### src/rtl/dai_pkg.sv
// constants and carrier types for the diagnostic alarm and interrupt block
package dai_pkg;
    localparam int          CLK_HZ        = 40_000_000;
    localparam int          CLK_PERIOD_NS = 25;
    localparam int          SLOW_CLK_HZ   = 307_200;
    localparam int          TICK_CYC      = CLK_HZ / SLOW_CLK_HZ;
    localparam int          PULSE_NS      = 813;
    localparam int          PULSE_CYC     = PULSE_NS / CLK_PERIOD_NS;

    localparam int          AW            = 8;
    localparam int          DW            = 32;
    localparam int          RW            = 12;
    localparam int          NCH           = 8;
    localparam int          QW            = 9;
    localparam int          QDEPTH        = 32;
    localparam int          QPW           = 5;

    // register byte offsets
    localparam logic [7:0]  CONFIG_OFS    = 8'h00;
    localparam logic [7:0]  ADC_CFG_OFS   = 8'h04;
    localparam logic [7:0]  AUX0_LIM_OFS  = 8'h08;
    localparam logic [7:0]  AUX1_LIM_OFS  = 8'h0C;
    localparam logic [7:0]  TEMP_LIM_OFS  = 8'h10;
    localparam logic [7:0]  GEN_ST_OFS    = 8'h14;
    localparam logic [7:0]  GEN_MSK_OFS   = 8'h18;
    localparam logic [7:0]  MDM_ST_OFS    = 8'h1C;
    localparam logic [7:0]  MDM_MSK_OFS   = 8'h20;
    localparam logic [7:0]  ALM_ST_OFS    = 8'h24;
    localparam logic [7:0]  ALM_MSK_OFS   = 8'h28;

    // field positions
    localparam int          CFG_MODE_BIT  = 0;
    localparam int          CFG_POL_BIT   = 1;
    localparam int          CFG_IRQEN_BIT = 2;
    localparam int          FLT_LSB       = 0;
    localparam int          FLT_W         = 4;
    localparam int          ALARM_HYSTERESIS_LSB      = 8;
    localparam int          ALARM_HYSTERESIS_W        = 7;
    localparam int          LIM_LO_LSB    = 0;
    localparam int          LIM_HI_LSB    = 8;
    localparam int          GEN_W         = 1;
    localparam int          MDM_W         = 5;

    // reset values
    localparam logic [2:0]  CONFIG_RST    = 3'h1;
    localparam logic [7:0]  LIM_LO_RST    = 8'h00;
    localparam logic [7:0]  LIM_HI_RST    = 8'hFF;

    // limit fill and fixed diagnostic windows
    localparam logic [3:0]  HI_FILL       = 4'hF;
    localparam logic [3:0]  LO_FILL       = 4'h0;
    localparam logic [11:0] LIM_ZERO      = 12'h000;
    localparam logic [11:0] LIM_FULL      = 12'hFFF;
    localparam logic [11:0] REF_LO        = 12'h6D0;
    localparam logic [11:0] REF_HI        = 12'h92F;
    localparam logic [11:0] SUP_LO        = 12'h310;
    localparam logic [11:0] SUP_HI        = 12'hD3F;
    localparam logic [11:0] CORE_LO       = 12'h9C0;
    localparam logic [11:0] CORE_HI       = 12'hD3F;
    localparam logic [11:0] BIAS_LO       = 12'h690;
    localparam logic [11:0] BIAS_HI       = 12'h8CF;
    localparam logic [11:0] OUT_MARGIN    = 12'h040;

    // channel numbering
    localparam logic [2:0]  CH_AUX0       = 3'h0;
    localparam logic [2:0]  CH_AUX1       = 3'h1;
    localparam logic [2:0]  CH_TEMP       = 3'h2;
    localparam logic [2:0]  CH_REF        = 3'h3;
    localparam logic [2:0]  CH_SUP        = 3'h4;
    localparam logic [2:0]  CH_CORE       = 3'h5;
    localparam logic [2:0]  CH_BIAS       = 3'h6;
    localparam logic [2:0]  CH_OUT        = 3'h7;

    // modem status bits
    localparam int          MS_RXFE       = 0;
    localparam int          MS_TXEMPTY    = 1;
    localparam int          MS_TXFULL     = 2;
    localparam int          MS_RXEMPTY    = 3;
    localparam int          MS_RXFULL     = 4;

    typedef struct packed {
        logic          valid;
        logic [2:0]    ch;
        logic [RW-1:0] result;
    } dai_conv_s;

    typedef struct packed {
        logic          valid;
        logic          stop_ok;
        logic [QW-1:0] data;
    } dai_char_s;

    typedef struct packed {
        logic [RW-1:0] lo;
        logic [RW-1:0] hi;
    } dai_limit_s;

    typedef enum logic [1:0] {
        DAI_IDLE  = 2'b00,
        DAI_WAIT  = 2'b01,
        DAI_PULSE = 2'b10
    } dai_edge_e;
endpackage

### src/rtl/dai_top.sv
// diagnostic alarm detection, status latching, interrupt pins and modem queues
// Behaviour
// alarm only once consecutive failures exceed fault limit by one
// high and low violations both advance the same failure counter
// active alarm releases only inside limits shrunk by hysteresis; code also releases it when the channel is disabled
// aux and temperature channels alarm below low or above high limit
// low all zeros with high all ones disables; disabled after reset
// limit fields hold upper eight bits; high fills ones, low zeros
// fixed windows for reference-half and supply-sixth diagnostics
// fixed windows for core-supply and bias diagnostics
// output diagnostic window is expected code plus and minus margin
// expected code is the twelve top bits of the dac code
// each status register has a mask; 1 blocks; masks reset to 1
// sticky bit set by condition; read clears only if condition gone
// mode bit 1 level (reset), 0 edge with one 813 ns pulse
// level interrupt holds until condition gone and status read
// polarity bit 1 active high, 0 active low
// edge events synchronised to 307.2 kHz tick before pulse
// per register interrupt is OR of bits; edges from per bit events
// unmask with sticky set: level fires now, edge waits new event
// alarm register drives alarm pin; others drive enabled irq pin
// queue flags are not sticky and follow present queue state
// queues hold 32 entries of 9 bits; parity passed unchanged
// received character with bad stop bit dropped, frame error set
// serial input character with bad stop bit dropped, error set
// host waits for interrupt message end before new serial input
// return within limits before count reached restarts the count
// hysteresis field spans 0 to 127 codes
// independent counter and alarm state per channel per conversion
`timescale 1ns/1ps

module dai_queue
    import dai_pkg::*;
(
    input  wire logic          clk,      // block clock
    input  wire logic          rst_n,    // synchronous reset
    input  wire logic          push,     // enqueue request
    input  wire logic [QW-1:0] push_data,// character with parity
    input  wire logic          pop,      // dequeue request
    output logic [QW-1:0]      head,     // oldest character
    output logic               empty,    // queue empty
    output logic               full      // queue full
);
    logic [QW-1:0]  mem [QDEPTH];
    logic [QPW-1:0] wr_ptr_reg;
    logic [QPW-1:0] rd_ptr_reg;
    logic [QPW:0]   count_reg;

    assign empty = (count_reg == '0);
    assign full  = (count_reg == (QPW+1)'(QDEPTH));
    assign head  = mem[rd_ptr_reg];

    always_ff @(posedge clk) begin
        if (push && !full) begin
            mem[wr_ptr_reg] <= push_data;
        end
    end

    always_ff @(posedge clk) begin
        if (!rst_n) begin
            wr_ptr_reg <= '0;
            rd_ptr_reg <= '0;
            count_reg  <= '0;
        end else begin
            if (push && !full) begin
                wr_ptr_reg <= wr_ptr_reg + 1'b1;
            end
            if (pop && !empty) begin
                rd_ptr_reg <= rd_ptr_reg + 1'b1;
            end
            count_reg <= count_reg + (QPW+1)'(push && !full) - (QPW+1)'(pop && !empty);
        end
    end
endmodule

module dai_top
    import dai_pkg::*;
(
    input  wire logic                   MCLK,     // 40 MHz block clock
    input  wire logic                   RST_N,    // synchronous reset, low
    input  wire logic [dai_pkg::AW-1:0] ADDR,     // register byte address
    input  wire logic [dai_pkg::DW-1:0] WDATA,    // register write data
    input  wire logic                   WR,       // write strobe
    input  wire logic                   RD,       // read strobe
    output logic [dai_pkg::DW-1:0]      RDATA,    // read data, next cycle
    input  wire dai_pkg::dai_conv_s     CONV,     // completed conversion
    input  wire logic [15:0]            DAC_CODE, // present dac input code
    input  wire dai_pkg::dai_char_s     DEMOD_CH, // demodulated character
    input  wire dai_pkg::dai_char_s     SER_CH,   // serial input character
    input  wire logic                   TXQ_POP,  // modulator takes head
    output logic [dai_pkg::QW-1:0]      TXQ_DATA, // transmit queue head
    output logic                        TXQ_VALID,// transmit queue not empty
    input  wire logic                   RXQ_POP,  // serial output takes head
    output logic [dai_pkg::QW-1:0]      RXQ_DATA, // receive queue head
    output logic                        RXQ_VALID,// receive queue not empty
    output logic                        IRQ,      // interrupt pin
    output logic                        ALARM     // alarm pin
);
    import dai_pkg::*;

    logic [2:0]         config_reg;
    logic [FLT_W-1:0]   flt_limit_reg;
    logic [ALARM_HYSTERESIS_W-1:0]  alarm_hysteresis_reg;
    logic [7:0]         lim_lo_reg [3];
    logic [7:0]         lim_hi_reg [3];
    logic [GEN_W-1:0]   gen_st_reg, gen_msk_reg;
    logic [MDM_W-1:0]   mdm_st_reg, mdm_msk_reg, mdm_cond_d_reg;
    logic [NCH-1:0]     alm_st_reg, alm_msk_reg, alm_cond_d_reg;
    logic [NCH-1:0]     alarm_reg;
    logic [FLT_W-1:0]   fail_cnt_reg [NCH];
    logic [DW-1:0]      rdata_reg;
    logic [7:0]         tick_cnt_reg;
    logic               tick;
    logic               tx_empty, tx_full, rx_empty, rx_full;
    logic [GEN_W-1:0]   gen_cond;
    logic [MDM_W-1:0]   mdm_cond;
    logic               rd_gen, rd_mdm, rd_alm;
    logic               irq_evt, alm_evt, interrupt_mode_select, alm_lvl, irq_pulse, alm_pulse;
    dai_limit_s         lim;
    logic [RW:0]        res_x, alarm_hysteresis_x;
    logic               out_of_lim, inside_alarm_hysteresis, ch_disabled;

    function automatic logic hit(input logic [AW-1:0] a, input logic [7:0] ofs);
        hit = (a == ofs);
    endfunction

    // aux/temp limit expansion from the 8-bit fields
    function automatic dai_limit_s aux_lim(input logic [7:0] lo8, input logic [7:0] hi8);
        aux_lim.lo = {lo8, LO_FILL};
        aux_lim.hi = {hi8, HI_FILL};
    endfunction

    // limits for the converted channel
    always_comb begin
        logic [RW-1:0] exp_code;
        exp_code = DAC_CODE[15:4];
        lim      = aux_lim(lim_lo_reg[0], lim_hi_reg[0]);
        case (CONV.ch)
            CH_AUX0: lim = aux_lim(lim_lo_reg[0], lim_hi_reg[0]);
            CH_AUX1: lim = aux_lim(lim_lo_reg[1], lim_hi_reg[1]);
            CH_TEMP: lim = aux_lim(lim_lo_reg[2], lim_hi_reg[2]);
            CH_REF:  lim = '{lo: REF_LO, hi: REF_HI};
            CH_SUP:  lim = '{lo: SUP_LO, hi: SUP_HI};
            CH_CORE: lim = '{lo: CORE_LO, hi: CORE_HI};
            CH_BIAS: lim = '{lo: BIAS_LO, hi: BIAS_HI};
            CH_OUT: begin
                // clamp so the window never wraps
                lim.lo = (exp_code < OUT_MARGIN) ? LIM_ZERO : exp_code - OUT_MARGIN;
                lim.hi = (exp_code > LIM_FULL - OUT_MARGIN) ? LIM_FULL
                                                            : exp_code + OUT_MARGIN;
            end
            default: lim = aux_lim(lim_lo_reg[0], lim_hi_reg[0]);
        endcase
    end

    assign res_x       = {1'b0, CONV.result};
    assign alarm_hysteresis_x      = (RW+1)'(alarm_hysteresis_reg);
    assign ch_disabled = (CONV.ch <= CH_TEMP) && (lim.lo == LIM_ZERO)
                         && (lim.hi == LIM_FULL);
    assign out_of_lim  = !ch_disabled && ((CONV.result < lim.lo)
                         || (CONV.result > lim.hi));
    // below hi minus alarm_hysteresis and above lo plus alarm_hysteresis, without underflow
    assign inside_alarm_hysteresis = (res_x + alarm_hysteresis_x < {1'b0, lim.hi})
                         && (res_x > {1'b0, lim.lo} + alarm_hysteresis_x);

    always_ff @(posedge MCLK) begin
        if (!RST_N) begin
            alarm_reg <= '0;
            for (int i = 0; i < NCH; i++) begin
                fail_cnt_reg[i] <= '0;
            end
        end else if (CONV.valid) begin
            if (alarm_reg[CONV.ch]) begin
                if (inside_alarm_hysteresis || ch_disabled) begin
                    alarm_reg[CONV.ch] <= 1'b0;
                end
                fail_cnt_reg[CONV.ch] <= '0;
            end else if (out_of_lim) begin
                if (fail_cnt_reg[CONV.ch] == flt_limit_reg) begin
                    alarm_reg[CONV.ch]    <= 1'b1;
                    fail_cnt_reg[CONV.ch] <= '0;
                end else begin
                    fail_cnt_reg[CONV.ch] <= fail_cnt_reg[CONV.ch] + 1'b1;
                end
            end else begin
                fail_cnt_reg[CONV.ch] <= '0;
            end
        end
    end

    dai_queue u_txq (
        .clk       (MCLK),
        .rst_n     (RST_N),
        .push      (SER_CH.valid && SER_CH.stop_ok),
        .push_data (SER_CH.data),
        .pop       (TXQ_POP),
        .head      (TXQ_DATA),
        .empty     (tx_empty),
        .full      (tx_full)
    );

    dai_queue u_rxq (
        .clk       (MCLK),
        .rst_n     (RST_N),
        .push      (DEMOD_CH.valid && DEMOD_CH.stop_ok),
        .push_data (DEMOD_CH.data),
        .pop       (RXQ_POP),
        .head      (RXQ_DATA),
        .empty     (rx_empty),
        .full      (rx_full)
    );

    assign TXQ_VALID = !tx_empty;
    assign RXQ_VALID = !rx_empty;

    assign gen_cond = SER_CH.valid && !SER_CH.stop_ok;
    always_comb begin
        mdm_cond             = '0;
        mdm_cond[MS_RXFE]    = DEMOD_CH.valid && !DEMOD_CH.stop_ok;
        mdm_cond[MS_TXEMPTY] = tx_empty;
        mdm_cond[MS_TXFULL]  = tx_full;
        mdm_cond[MS_RXEMPTY] = rx_empty;
        mdm_cond[MS_RXFULL]  = rx_full;
    end

    assign rd_gen = RD && hit(ADDR, GEN_ST_OFS);
    assign rd_mdm = RD && hit(ADDR, MDM_ST_OFS);
    assign rd_alm = RD && hit(ADDR, ALM_ST_OFS);

    // register writes
    always_ff @(posedge MCLK) begin
        if (!RST_N) begin
            config_reg    <= CONFIG_RST;
            flt_limit_reg <= '0;
            alarm_hysteresis_reg      <= '0;
            gen_msk_reg   <= '1;
            mdm_msk_reg   <= '1;
            alm_msk_reg   <= '1;
            for (int i = 0; i < 3; i++) begin
                lim_lo_reg[i] <= LIM_LO_RST;
                lim_hi_reg[i] <= LIM_HI_RST;
            end
        end else if (WR) begin
            if (hit(ADDR, CONFIG_OFS)) begin
                config_reg <= WDATA[2:0];
            end
            if (hit(ADDR, ADC_CFG_OFS)) begin
                flt_limit_reg <= WDATA[FLT_LSB +: FLT_W];
                alarm_hysteresis_reg      <= WDATA[ALARM_HYSTERESIS_LSB +: ALARM_HYSTERESIS_W];
            end
            if (hit(ADDR, AUX0_LIM_OFS)) begin
                lim_lo_reg[0] <= WDATA[LIM_LO_LSB +: 8];
                lim_hi_reg[0] <= WDATA[LIM_HI_LSB +: 8];
            end
            if (hit(ADDR, AUX1_LIM_OFS)) begin
                lim_lo_reg[1] <= WDATA[LIM_LO_LSB +: 8];
                lim_hi_reg[1] <= WDATA[LIM_HI_LSB +: 8];
            end
            if (hit(ADDR, TEMP_LIM_OFS)) begin
                lim_lo_reg[2] <= WDATA[LIM_LO_LSB +: 8];
                lim_hi_reg[2] <= WDATA[LIM_HI_LSB +: 8];
            end
            if (hit(ADDR, GEN_MSK_OFS)) begin
                gen_msk_reg <= WDATA[GEN_W-1:0];
            end
            if (hit(ADDR, MDM_MSK_OFS)) begin
                mdm_msk_reg <= WDATA[MDM_W-1:0];
            end
            if (hit(ADDR, ALM_MSK_OFS)) begin
                alm_msk_reg <= WDATA[NCH-1:0];
            end
        end
    end

    // sticky status; a set in the read cycle wins over the clear
    always_ff @(posedge MCLK) begin
        if (!RST_N) begin
            gen_st_reg     <= '0;
            mdm_st_reg     <= '0;
            alm_st_reg     <= '0;
            mdm_cond_d_reg <= '0;
            alm_cond_d_reg <= '0;
        end else begin
            gen_st_reg <= gen_cond | (rd_gen ? '0 : gen_st_reg);
            mdm_st_reg[MS_RXFE] <= mdm_cond[MS_RXFE]
                                   | (!rd_mdm && mdm_st_reg[MS_RXFE]);
            mdm_st_reg[MDM_W-1:1] <= mdm_cond[MDM_W-1:1];
            alm_st_reg <= alarm_reg | (rd_alm ? '0 : alm_st_reg);
            mdm_cond_d_reg <= mdm_cond;
            alm_cond_d_reg <= alarm_reg;
        end
    end

    always_ff @(posedge MCLK) begin
        if (!RST_N) begin
            rdata_reg <= '0;
        end else if (RD) begin
            case (ADDR)
                CONFIG_OFS:   rdata_reg <= DW'(config_reg);
                ADC_CFG_OFS:  rdata_reg <= DW'({alarm_hysteresis_reg, 4'h0, flt_limit_reg});
                AUX0_LIM_OFS: rdata_reg <= DW'({lim_hi_reg[0], lim_lo_reg[0]});
                AUX1_LIM_OFS: rdata_reg <= DW'({lim_hi_reg[1], lim_lo_reg[1]});
                TEMP_LIM_OFS: rdata_reg <= DW'({lim_hi_reg[2], lim_lo_reg[2]});
                GEN_ST_OFS:   rdata_reg <= DW'(gen_st_reg);
                GEN_MSK_OFS:  rdata_reg <= DW'(gen_msk_reg);
                MDM_ST_OFS:   rdata_reg <= DW'(mdm_st_reg);
                MDM_MSK_OFS:  rdata_reg <= DW'(mdm_msk_reg);
                ALM_ST_OFS:   rdata_reg <= DW'(alm_st_reg);
                ALM_MSK_OFS:  rdata_reg <= DW'(alm_msk_reg);
                default:      rdata_reg <= '0;
            endcase
        end else begin
            rdata_reg <= '0;
        end
    end
    assign RDATA = rdata_reg;

    // level requests from unmasked sticky copies
    assign interrupt_mode_select = config_reg[CFG_IRQEN_BIT]
                     && ((|(gen_st_reg & ~gen_msk_reg))
                     || (|(mdm_st_reg & ~mdm_msk_reg)));
    assign alm_lvl = |(alm_st_reg & ~alm_msk_reg);

    // edge requests from per bit assertion events
    assign irq_evt = config_reg[CFG_IRQEN_BIT]
                     && ((|(gen_cond & ~gen_msk_reg))
                     || (|(mdm_cond & ~mdm_cond_d_reg & ~mdm_msk_reg)));
    assign alm_evt = |(alarm_reg & ~alm_cond_d_reg & ~alm_msk_reg);

    always_ff @(posedge MCLK) begin
        if (!RST_N || tick) begin
            tick_cnt_reg <= '0;
        end else begin
            tick_cnt_reg <= tick_cnt_reg + 1'b1;
        end
    end
    assign tick = (tick_cnt_reg == 8'(TICK_CYC - 1));

    dai_edge_gen u_irq_edge (
        .clk   (MCLK),
        .rst_n (RST_N),
        .evt   (irq_evt),
        .tick  (tick),
        .pulse (irq_pulse)
    );

    dai_edge_gen u_alm_edge (
        .clk   (MCLK),
        .rst_n (RST_N),
        .evt   (alm_evt),
        .tick  (tick),
        .pulse (alm_pulse)
    );

    // pins: mode select then polarity
    always_ff @(posedge MCLK) begin
        if (!RST_N) begin
            IRQ   <= 1'b1;
            ALARM <= 1'b1;
        end else begin
            IRQ   <= (config_reg[CFG_MODE_BIT] ? interrupt_mode_select : irq_pulse)
                     ~^ config_reg[CFG_POL_BIT];
            ALARM <= (config_reg[CFG_MODE_BIT] ? alm_lvl : alm_pulse)
                     ~^ config_reg[CFG_POL_BIT];
        end
    end
endmodule

// holds an event until the slow tick, then emits one fixed pulse
module dai_edge_gen
    import dai_pkg::*;
(
    input  wire logic clk,   // block clock
    input  wire logic rst_n, // synchronous reset
    input  wire logic evt,   // one-cycle event
    input  wire logic tick,  // slow clock tick
    output logic      pulse  // interrupt pulse
);
    dai_edge_e  state_reg;
    logic [5:0] cnt_reg;

    always_ff @(posedge clk) begin
        if (!rst_n) begin
            state_reg <= DAI_IDLE;
            cnt_reg   <= '0;
        end else begin
            case (state_reg)
                DAI_IDLE: begin
                    if (evt) begin
                        state_reg <= DAI_WAIT;
                    end
                end
                DAI_WAIT: begin
                    if (tick) begin
                        state_reg <= DAI_PULSE;
                        cnt_reg   <= '0;
                    end
                end
                DAI_PULSE: begin
                    if (cnt_reg == 6'(PULSE_CYC - 1)) begin
                        state_reg <= evt ? DAI_WAIT : DAI_IDLE;
                    end else begin
                        cnt_reg <= cnt_reg + 1'b1;
                    end
                end
                default: state_reg <= DAI_IDLE;
            endcase
        end
    end
    assign pulse = (state_reg == DAI_PULSE);
endmodule

### config.mk
export PLATFORM = sky130hd
export DESIGN_NAME = dai_top
export DESIGN_NICKNAME = d
export VERILOG_FILES = /design/src/rtl/dai_pkg.sv /design/src/rtl/dai_top.sv
export SDC_FILE = /design/constraint.sdc
export NUM_CORES = 1
export LEC_CHECK = 0
export BUFFER_PORTS_ARGS = -buffer_cell sky130_fd_sc_hd__buf_2
export CAP_MARGIN = 20
export CORE_MARGIN = 10
export CORE_UTILIZATION = 50
export DETAILED_ROUTE_END_ITERATION = 6
export PLACE_DENSITY = 0.72
export SYNTH_ARGS = -nofsm -noshare
export SYNTH_HDL_FRONTEND = slang
export SYNTH_SLANG_ARGS = --single-unit
### constraint.sdc
create_clock -name MCLK -period 7.5 [get_ports MCLK]
set_clock_uncertainty 0.2 [all_clocks]
set_input_delay 0.75 -clock MCLK [delete_from_list [all_inputs] [get_ports MCLK]]
set_output_delay 0.75 -clock MCLK [all_outputs]
set_load 0.05 [all_outputs]
Word level (Yosys, flattened, before mapping)
Memories as Yosys holds them, arrays and structs flattened. A register that Yosys moved wholly into a read port is not among the register bits.
Index checks and enable logic that the tools add are counted.
{ "word_totals": {"ff_bits": 153, "latchBits": 0, "ramBits": 656, "rom_bits": 0, "out_inout_bits": 54, "word_cells": 267, "mem_count": 5} }
{ "classes": {"n_addsub": 16, "n_mul": 0, "n_div": 0, "magnitude_cmp": 9, "eq_ne": 37, "n_shift": 0, "n_mux": 84, "bitwise_logic": 30, "n_reduce_logical": 60} }
{ "mem_list": {"columns": ["name", "depth", "word_bits", "rd", "rd_ports_with_merged_regs", "write_ports", "line", "rtl"], "rows": [
  ["u_rxq.mem", 32, 9, 1, 1, 1, "dai_top.sv:44", "logic [QW-1:0] mem [QDEPTH];"],
  ["u_txq.mem", 32, 9, 1, 1, 1, "dai_top.sv:44", null],
  ["fail_cnt_reg", 8, 4, 1, 0, 8, "dai_top.sv:110", "logic [FLT_W-1:0] fail_cnt_reg [NCH];"],
  ["lim_hi_reg", 3, 8, 3, 0, 3, "dai_top.sv:105", "logic [7:0] lim_hi_reg [3];"],
  ["lim_lo_reg", 3, 8, 3, 0, 3, "dai_top.sv:104", "logic [7:0] lim_lo_reg [3];"]
]} }
{ "ops": {"columns": ["operator", "count"], "rows": [
  ["one-hot mux 24 bit (8 select lines)", 1],
  ["one-hot mux 16 bit (11 select lines)", 1],
  ["two-way mux 8 bit", 11],
  ["two-way mux 1 bit", 46],
  ["AND 8 bit", 4],
  ["equality test 8 x 5 -> 1 bit (second input constant)", 4],
  ["adder 12 x 7 -> 13 bit", 2],
  ["equality test 8 x 6 -> 1 bit (second input constant)", 3],
  ["two-way mux 12 bit", 2],
  ["inverter 8 bit", 3],
  ["one-hot mux 6 bit (2 select lines)", 2],
  ["adder 5 x 1 -> 5 bit (second input constant)", 4],
  ["two-way mux 5 bit", 4],
  ["logical AND 1 bit", 19],
  ["two-way mux 6 bit", 3],
  ["equality test 8 x 4 -> 1 bit (second input constant)", 2],
  ["two-way mux 4 bit", 4],
  ["OR 8 bit", 2],
  ["OR reduction 8 bit", 2],
  ["AND 5 bit", 3],
  ["greater-than comparator 12 x 13 -> 1 bit", 1],
  ["less-than comparator 13 x 12 -> 1 bit", 1],
  ["adder 12 x 7 -> 12 bit (second input constant)", 1],
  ["adder 6 x 1 -> 6 bit", 2],
  ["48 further kinds", 109]
]} }

Longest topological paths before layout
Gate-level depths: netlist (run 1).
{ "logic_depth": {"ltp_word": 18, "mapped_depth": 27, "depth_no_buf": 25} }

Hierarchy
From an unflattened synthesis (run 1), not the netlist that was laid out.
{ "hier_totals": {"cells_unflattened": 2495, "area_unflattened_um2": 35195.0} }
{ "modules_own_cells": {"columns": ["module", "n_inst", "cells_each", "area_each_um2", "seq_area_each_um2"], "rows": [
  ["dai_queue (u_rxq)", 1, 673, 12265.5, 9068.7],
  ["dai_queue (u_txq)", 1, 673, 12258.0, 9068.7],
  ["dai_top", 1, 1053, 9840.7, 4103.9],
  ["dai_edge_gen", 2, 48, 415.4, 160.2]
]} }

Least setup slack after synthesis (run 1)
No wires, ideal clock.
{ "synth_path": {"kind": "input port to flip-flop", "start": "input DAC_CODE[10]", "end": "register (tool-made name)", "arrival_ps": 5260, "t_required_ps": 7185, "path_slack_ps": 1925, "cell_stages": 26, "path_cell_list": "inv_1 ha_1 or4b_4 o21a_1 buf_6 nand2_1 inv_1 ha_1 a21o_1 a21oi_1 o21bai_1 a21oi_1 o21bai_1 a21oi_1 nor3_1 xor2_1 ha_1 nand4_1 o31ai_1 or4_1 a2111oi_0 nand3_1 and2_1 buf_6 o31a_1 o21a_1"} }
{ "synth_rtl": {"columns": ["item", "line", "rtl"], "rows": [
  ["start, declared", "dai_top.sv:87", "input wire logic [15:0] DAC_CODE,"]
]} }

==> impl_metrics.yaml, run 1 <==
setup_path:
  reg2reg_slack_ns: 2.56
  worstReg2RegStart: "alarm_hysteresis_reg[0]"
  startpoint_type: "input pin"
  r2r_cells: 17
  path_class: "in2reg"
  cp.required_ns: 7.83
  worst-path-max-fanout: 10
  crit_arrival_ns: 6.22
  endpoint_kind: "flop"
yosys:
  ys_async_sr_fraction_pct: 0
  ys_types: 79
  syn-cell-area_um2: 34480
  synth-seq-cells: 799
  synthFlopType: "edfxtp_1"
  ys_seq_area_share_pct: 65.43
  synth-edff-count: 656
  synth_warnings: 0
  netlist_instances: 2203
  syn_area_per_cell_um2: 15.65
clock_tree:
  clk_latency_ns: 0.64
  cts_tree: "done"
  root_buffer: "clkbuf_16"
  post_cts_buffers: 0
  cts.sinks: 799
  cts_max_path_buffers: 3
  cts_max_level: 3
  numCtsBuffers: 78
  hold_buffers: 0
  post_cts_resized: 0
  cts.reportedPaths.clkPinSlew_ns: 0.06
power:
  p_leak_nw: 12.96
  power.share.switching_pct: 26.38
  seqPwrFrac_pct: 46.7
  p_int_mw: 7.950
  ir_drop_uv: 197.8
  p_switching_mw: 2.848
  pwr-share-clk_pct: 36.0
  p_per_area_nw_per_um2: 281.4
  pwr-share-comb_pct: 17.3
sta:
  maxSlewViolCount: 0
  post-route-period-util_pct: 78.46
  tightest_slew_ns: 1.149
  max_freq_mhz: 169.9
  rsz0062_at_grt: "no"
  hold_viol_final: 0
  min_period_ns: 5.885
  tns_ns: 0
  slew_headroom_pct: 22.79
  setup_viol: 0
  whs_ns: 0.1656
floorplan:
  die_w_um: 282.6
  die_area_um2: 79870
  core_um2: 68470
  start_util_pct: 50.37
  fp.dieH_um: 282.6
  rows: 96
  ioPinCount: 154
min_path:
  min_from: "WDATA[6]"
  hp-class: "in2reg"
  whs_path_depth: 3
  hold_path_end: "alm_msk_reg[6]"
global_route:
  grt_pass1_wl_um: 120600
  overflow: 0
  grt_antenna_before_repair: 1
  gr-usage-all-layers_pct: 19.80
  grt_max_degree: 73
  grt_pass1_vias: 19703
routing:
  vias: 19612
  wire_per_inst_um: 24.18
  first_pass_iters: 7
  drtIter0Drc: 2168
  finalWirelength_um: 78840
  ant_nets: 0
  drc: 0
  vias_per_cell: 6.014
layout:
  layout-drive-gt1-share_pct: 20.49
  syn2layout_area_growth_pct: 11.30
  fillers: 5241
  multi_input_area_um2: 11150
  postLayoutCoreUtil_pct: 56.06
  nets: 2513
  final-seq-area_um2: 22570
outcome:
  status: "complete, no violations"
flow_run:
  cap_violations: 0
place:
  io_buffer_count: 117
  dp_hpwl_um: 51410
  gp_routability_congestion: 0.8989
==> layout make-up <==
| cell class | instances | share of cell area (%) |
|---|---|---|
| Multi-Input combinational cell | 1227 | 29.05 |
| Clock inverter | 46 | 1.262 |
| Antenna cell | 2 | 0.01304 |
| Tap cell | 882 | 2.875 |
| Timing Repair Buffer | 134 | 1.865 |
| Sequential cell | 799 | 58.81 |
| Clock buffer | 98 | 5.415 |
| Inverter | 73 | 0.7139 |
==> worst max path at each step <==
| stage | start | endpoint | cells past startpoint |
|---|---|---|---|
| floorplan | DAC_CODE[10] | flop | 26 |
| global placement | DAC_CODE[10] | flop | 27 |
| detailed placement | DAC_CODE[10] | flop | 27 |
| CTS | DAC_CODE[10] | flop | 27 |
| global route | DAC_CODE[10] | flop | 27 |
| finish | DAC_CODE[10] | flop | 27 |
==> metrics by stage <==
stage	power [mW]	setup slack (ns)	instances	area [um^2]
final	10.80	1.615	3261	38380
after floorplan	6.474	1.925	2218	34540
after CTS	10.88	1.666	3259	38380
after global routing	11.21	1.273	3260	38380
after global placement	6.952	1.235	3115	35810
after detailed placement	7.002	1.009	3115	35810
==> critical path, stage by stage <==
cell	delay [ns]
buf_2	0.14
inv_1	0.08
ha_1	0.21
or4b_4	0.49
o21a_1	0.18
buf_4	0.18
nand2_1	0.14
inv_1	0.06
ha_1	0.28
a21o_1	0.21
a21oi_1	0.23
o21bai_1	0.09
a21oi_1	0.24
o21bai_1	0.10
a21oi_1	0.29
nor3_1	0.10
xor2_1	0.16
ha_1	0.33
o21ai_0	0.11
nand2b_1	0.09
a21oi_1	0.07
or4_1	0.39
a2111oi_0	0.43
nand3_1	0.17
and2_1	0.29
o31a_1	0.29
o21a_1	0.10
==> layout by cell type, fill, tap and decap left out, types with 34 or more instances in the layout <==
cell type	netlist	routed
and2_1	50	50
nand2_1	143	143
nand3_1	39	39
inv_1	73	73
clkbuf_16	0	79
nor2_1	166	166
buf_2	13	116
mux4_2	185	185
xnor2_1	34	34
a21oi_1	41	41
dfxtp_1	143	139
edfxtp_1	656	656
ha_1	96	96
==> cells in the mapped netlist, drive strengths merged, types with 19 or more instances <==
cell | count | area [um^2]
xor2 | 33 | 289.0
nor3 | 25 | 125.1
buf | 54 | 316.6
a21oi | 43 | 222.7
nand2 | 143 | 536.8
dfxtp | 143 | 2863
xnor2 | 34 | 297.8
clkbuf | 65 | 244.0
nand4 | 24 | 156.4
a21o | 20 | 150.1
ha | 96 | 1201
mux2 | 24 | 270.3
mux4 | 185 | 4167
and3 | 19 | 118.9
edfxtp | 656 | 19700
nor2 | 166 | 623.1
nand3 | 39 | 195.2
or3 | 19 | 118.9
inv | 73 | 274.0
nor2b | 22 | 137.6
o21ai | 30 | 153.9
and2 | 51 | 319.1
==> power groups by stage <==
| stage | sequential [mW] | combinational (mW) | clock [mW] |
|---|---|---|---|
| after detailed placement | 5.14 | 1.86 | 0 |
| after global routing | 5.07 | 2.02 | 4.13 |
| after CTS | 5.05 | 1.88 | 3.95 |
| after floorplan | 5.01 | 1.46 | 0 |
| final | 5.04 | 1.87 | 3.89 |
| after global placement | 5.14 | 1.81 | 0 |
==> logic make-up after synthesis <==
logic type,Yosys count,share of synthesized area [%]
and+or+nand+nor,562,7.961
other,1,0.01087
buffers and inverters,192,2.420
muxes,225,13.35
xor gates and xnor gates,67,1.702
AOI/OAI and AO/OA,257,5.410
adders and majority gates,100,3.716
DFF,799,65.43
==> layer usage <==
metal	up-vias	global-route usage (%)	share of wire (%)
li1	8730	-	-
met4	0	5.865	2.3
met3	123	3.010	7.3
met2	842	31.73	48
met5	-	0	0
met1	9917	27.81	42
No activity file was read; power rests on OpenSTA's default activity.
==> run 2, diff against run 1 <==
PLACE_DENSITY = 0.75   (was 0.72)
clock period = 4.8 ns   (was 7.5 ns; I/O delays follow)
==> run 2 against run 1 <==
Net effect:
- the flow now finishes with violations (DRC)
- final cell count is 2.7% higher
- global-route usage increased by 0.72 points
- routed wire length grew 3.1%
- power rose by 58%
- critical path type unchanged
- largest power group unchanged
- highest routed layer unchanged
==> impl_metrics.yaml, run 2 (same netlist as run 1, synthesis figures left out) <==
global_route:
  gr-usage-all-layers_pct: 20.52
  grt_antenna_before_repair: 2
  grt_pass1_wl_um: 125500
  grt_pass1_vias: 20531
  grt_max_degree: 74
  overflow: 0
sta:
  tns_ns: 0
  setup_viol: 0
  slew_headroom_pct: 26.69
  post-route-period-util_pct: 97.81
  min_period_ns: 4.695
  tightest_slew_ns: 1.091
  max_freq_mhz: 213.0
  rsz0062_at_grt: "yes"
  maxSlewViolCount: 0
  hold_viol_final: 0
setup_path:
  r2r_cells: 17
  cp.required_ns: 5.14
  crit_arrival_ns: 5.03
  path_common_cell: "o21a_1"
  worst-path-max-fanout: 8
  worstReg2RegStart: "alarm_hysteresis_reg[0]"
  crit_slowest_cell: "or4b_4"
  startpoint_type: "input pin"
  startpoint: "DAC_CODE[11]"
  endpoint_kind: "flop"
  slowest_delay_ns: 0.48
  path_class: "in2reg"
  reg2reg_slack_ns: 0.23
clock_tree:
  cts.sinks: 799
  cts_tree: "done"
  numCtsBuffers: 79
  root_buffer: "clkbuf_16"
  clk_latency_ns: 0.65
  cts.reportedPaths.clkPinSlew_ns: 0.06
  cts_max_level: 3
  cts_max_path_buffers: 3
layout:
  final_cell_mix: "edfxtp_1 (656), mux4_2 (185), nor2_1 (166), nand2_1 (142), dfxtp_1 (139)"
  postLayoutCoreUtil_pct: 57.32
  fin_area_um2: 39240
  fillers: 5118
  final-seq-area_um2: 22570
  syn2layout_area_growth_pct: 13.81
  nets: 2603
  multi_input_area_um2: 11240
  finalNonFillerCells: 3350
  layout_commonest_cell: "edfxtp_1"
  layout-drive-gt1-share_pct: 23.48
routing:
  drtIter0Drc: 2297
  vias_per_cell: 6.052
  wire_per_inst_um: 24.26
  finalWirelength_um: 81270
  vias: 20275
  drc: 2
  first_pass_iters: 7
  ant_nets: 0
outcome:
  status: "complete, but fails checks"
  violations: "DRC"
min_path:
  hold_path_end: "mdm_cond_d_reg[0]"
  whs_path_depth: 3
  min_from: "DEMOD_CH[10]"
  hp-class: "in2reg"
floorplan:
  die_area_um2: 79870
  die_w_um: 282.6
  fp.dieH_um: 282.6
  rows: 96
  start_util_pct: 50.37
  core_um2: 68470
  ioPinCount: 154
flow_run:
  cap_violations: 0
place:
  gp_routability_congestion: 0.9306
  dp_hpwl_um: 54390
  placedCellCount: 3185
  io_buffer_count: 117
  placed_area_um2: 36460
power:
  finalPower_mw: 17.02
  p_leak_nw: 13.40
  p_per_area_nw_per_um2: 433.6
  ir_drop_uv: 326.2
## run 2: changes by cell type in the layout (fill, tap and decap cells not counted), moves of 3 or more
| cell | previous run | this run |
|---|---|---|
| inv_6 | 1 | 4 |
| buf_4 | 18 | 83 |
| inv_2 | 0 | 3 |
| a21oi_2 | 2 | 6 |
| dlygate4sd3_1 | 0 | 19 |
| buf_12 | 0 | 5 |
| inv_1 | 73 | 70 |
| a21oi_1 | 41 | 37 |
## run 2: critical path, delay by kind of cell
kind	cells	cell delay [ns]
AND/OR/NAND/NOR	9	1.60
AO/OA/AOI/OAI	8	1.71
XOR/XNOR	1	0.07
adder cells (fa/ha/maj)	4	0.79
buffers and inverters	4	0.38
## run 2: worst max-delay path by stage
stage          endpoint  cells after the start
2_1_floorplan      flop                     24
3_3_place_gp       flop                     24
3_5_place_dp       flop                     24
4_1_cts            flop                     24
5_1_grt            flop                     24
6_report           flop                     26
## run 2: metrics by stage
stage	setup WS, ns	hold WS [ns]
6_report	0.1052	0.07766
5_1_grt	-0.04233	0.06711
4_1_cts	0.04910	0.03992
3_5_place_dp	-0.7278	0.2557
3_3_place_gp	-0.5436	0.2491
2_1_floorplan	-0.2006	0.2352
## run 2: final cells by class
cell class | count | share of cell area, %
antenna | 2 | 0.01275
inverter | 73 | 0.6982
clock buffer | 94 | 5.206
multi-input combinational | 1227 | 28.64
tap | 882 | 2.812
sequential | 799 | 57.52
clock inverter | 50 | 1.310
timing repair buffer | 223 | 3.807
## run 2: metal layers
layer | up-vias | track usage [%] | wire, um | share of wire (%)
met3 | 146 | 3.414 | 6151 | 7.6
met4 | 0 | 6.451 | 2177 | 2.7
li1 | 8908 | - | - | -
met1 | 10287 | 28.36 | 33020 | 41
met5 | - | 0 | 0 | 0
met2 | 934 | 33.01 | 39920 | 49
## run 2: where the power goes
group | internal (mW) | switching (mW) | total [mW]
clock | 3.42 | 2.67 | 6.09
combinational | 1.42 | 1.63 | 3.05
sequential | 7.64 | 0.230 | 7.87
## run 2: what timing repair did
| action | CTS | global route |
|---|---|---|
| hold buffers | 19 | 0 |
| pin swaps | 0 | 2 |
| gates resized for setup | 2 | 6 |
| hold endpoints to repair | 36 | 0 |
| endpoints found under the setup margin | 3 | 8 |
| setup buffers | 0 | 0 |
==> run 3, diff against run 2 <==
PLACE_DENSITY = 0.74   (was 0.75)
SYNTH_HIERARCHICAL = 1   (was unset)
==> run 3 against run 2 <==
Net effect:
- the flow now finishes without violations
- first-iteration DRC count grew 2.1%
- design area is 1.0% higher
- synthesized area increased by 2.1%
- sequential power is 0.9% lower
- power is 4.5% lower
- worst setup slack better by 0.20 ns
- global-route usage down 0.091 points
- largest cell class unchanged
- largest power group unchanged
==> impl_metrics.yaml, run 3 <==
outcome:
  status: "complete, no violations"
clock_tree:
  cts.reportedPaths.clkPinSlew_ns: 0.06
  cts_tree: "done"
  cts.sinks: 799
  post_cts_buffers: 0
  clk_latency_ns: 0.64
  root_buffer: "clkbuf_16"
  cts_max_level: 3
  cts_max_path_buffers: 3
  numCtsBuffers: 80
floorplan:
  die_w_um: 285.3
  die_area_um2: 81400
  ioPinCount: 154
  start_util_pct: 50.35
  fp.dieH_um: 285.3
  rows: 97
  core_um2: 69910
sta:
  post-route-period-util_pct: 93.59
  min_period_ns: 4.492
  setup_viol: 0
  slew_headroom_pct: 29.72
  max_freq_mhz: 222.6
  tightest_slew_ns: 1.054
  rsz0062_at_grt: "no"
  hold_viol_final: 0
  tns_ns: 0
  maxSlewViolCount: 0
setup_path:
  crit_arrival_ns: 4.81
  startpoint_type: "input pin"
  reg2reg_slack_ns: 0.34
  cp.required_ns: 5.12
  worstReg2RegStart: "alarm_hysteresis_reg[0]"
  endpoint_kind: "flop"
  r2r_cells: 16
  path_class: "in2reg"
  worst-path-max-fanout: 8
layout:
  postLayoutCoreUtil_pct: 56.71
  syn2layout_area_growth_pct: 12.64
  layout_commonest_cell: "edfxtp_1"
  finalNonFillerCells: 3687
  final_cell_mix: "edfxtp_1 (656), nor2_1 (200), nand2_1 (167), mux2i_1 (151), dfxtp_1 (138)"
  fin_area_um2: 39640
  nets: 2877
  layout-drive-gt1-share_pct: 16.47
power:
  p_per_area_nw_per_um2: 409.7
  finalPower_mw: 16.24
  p_leak_nw: 13.46
  ir_drop_uv: 259.2
yosys:
  yosys.area.top_type: "edfxtp_1"
  ys_async_sr_fraction_pct: 0
  ys_types: 100
  syn-cell-area_um2: 35200
  synth_most_common_cell: "edfxtp_1"
  netlist_instances: 2495
  synthFlopType: "edfxtp_1"
  synth-seq-cells: 799
  yosysTopAreaCellShare_pct: 55.97
  ys_seq_area_share_pct: 64.10
  synth_common_cells: "edfxtp_1 (656), nor2_1 (200), nand2_1 (167), mux2i_1 (151), dfxtp_1 (143)"
  syn_area_per_cell_um2: 14.11
  synth.area.top_cells: "edfxtp_1 (56%), dfxtp_1 (8.1%), mux2i_1 (4.3%)"
  synth_warnings: 6
  synth-edff-count: 656
place:
  gp_routability_congestion: 0.9314
  dp_hpwl_um: 57360
  placedCellCount: 3518
  io_buffer_count: 117
  placed_area_um2: 36910
global_route:
  grt_max_degree: 73
  grt_pass1_vias: 22097
  gr-usage-all-layers_pct: 20.43
  grt_antenna_before_repair: 2
  grt_pass1_wl_um: 130400
  overflow: 0
routing:
  vias: 22100
  first_pass_iters: 6
  finalWirelength_um: 84950
  drtIter0Drc: 2346
  wire_per_inst_um: 23.04
  vias_per_cell: 5.994
  drc: 0
  ant_nets: 0
min_path:
  whs_path_depth: 3
  min_from: "TXQ_POP"
  hp-class: "in2reg"
flow_run:
  cap_violations: 0
-- run 3: cell count changes in the layout (fill, tap and decap cells not counted), sizes merged, moves of 25 or more --
cell | before | now
a21oi | 43 | 79
and2 | 51 | 26
mux2i | 16 | 152
nor2 | 166 | 204
mux4 | 185 | 76
nand2 | 143 | 170
a22oi | 14 | 88
nand3 | 39 | 132
-- run 3: how the worst max path moves through the flow --
stage / start / endpoint / slack, ns / cells past startpoint
after detailed placement: DAC_CODE[10] / flop / -0.43 / 25
after global placement: DAC_CODE[10] / flop / -0.36 / 25
after CTS: DAC_CODE[10] / flop / 0.22 / 24
after global routing: lim_lo_reg[0][8] / flop / 0.01 / 22
final: DAC_CODE[10] / flop / 0.31 / 25
after floorplan: DAC_CODE[10] / flop / 0.05 / 25
-- run 3: cell families after synthesis --
| logic type | Yosys count | synth area share, % |
|---|---|---|
| DFF | 799 | 64.10 |
| and+or+nand+nor | 687 | 9.737 |
| AOI/OAI and AO/OA | 405 | 8.703 |
| muxes | 232 | 9.432 |
| buffers and inverters | 216 | 3.004 |
| adders and majority gates | 100 | 3.640 |
| xor gates and xnor gates | 55 | 1.369 |
| other | 1 | 0.01065 |
-- run 3: worst max-delay path: stages --
cell	delay (ns)
buf_2	0.09
inv_1	0.05
ha_1	0.19
nor2b_1	0.15
a21oi_2	0.21
and2_1	0.19
ha_1	0.18
inv_1	0.06
fa_1	0.43
nor2b_1	0.16
o31a_1	0.15
o21ai_0	0.08
nand2b_1	0.12
a21oi_2	0.09
nor4_1	0.26
xnor2_1	0.12
ha_1	0.29
o21ai_0	0.08
nand2b_1	0.10
a21oi_1	0.09
a211o_1	0.29
a311oi_1	0.27
o21ai_2	0.25
a2111oi_2	0.35
a21oi_1	0.07
-- run 3: power by group --
part           switching, mW  leakage, nW  internal [mW]  total, mW
combinational           1.58         5.07          0.874       2.45
sequential             0.154         7.14           7.64       7.80
clock                   2.64         1.25           3.35       5.99
total                   4.37         13.5           11.9       16.2
-- run 3: stage by stage --
stage               setup WS (ns)  hold slack [ns]
floorplan                 0.05357           0.2312
global placement          -0.3606           0.2417
detailed placement        -0.4280           0.2546
CTS                        0.2223         0.006239
global route              0.01172          0.03490
finish                     0.3077          0.02923
-- run 3: area by class of cell --
type | instances | area [um^2]
diodes | 2 | 5.005
clock buffers | 107 | 2183
clock inverters | 43 | 369.1
fillers | 5482 | 30260
inverters | 96 | 370.4
multi-input cells | 1495 | 11640
flip-flops and latches | 799 | 22570
well taps | 940 | 1176
repair buffers | 205 | 1326
-- run 3: per-layer routing --
metal | share of wire (%) | global-route usage (%)
met1 | 41 | 27.16
met2 | 49 | 33.58
met3 | 7.4 | 3.508
met4 | 3.0 | 7.093
met5 | 0 | 0
-- run 3: repair_timing --
action / 4_1_cts / 5_1_grt
hold buffers: 17 / 0
endpoints found under the setup margin: 0 / 5
resized for setup: 0 / 3
hold endpoints to repair: 49 / 0
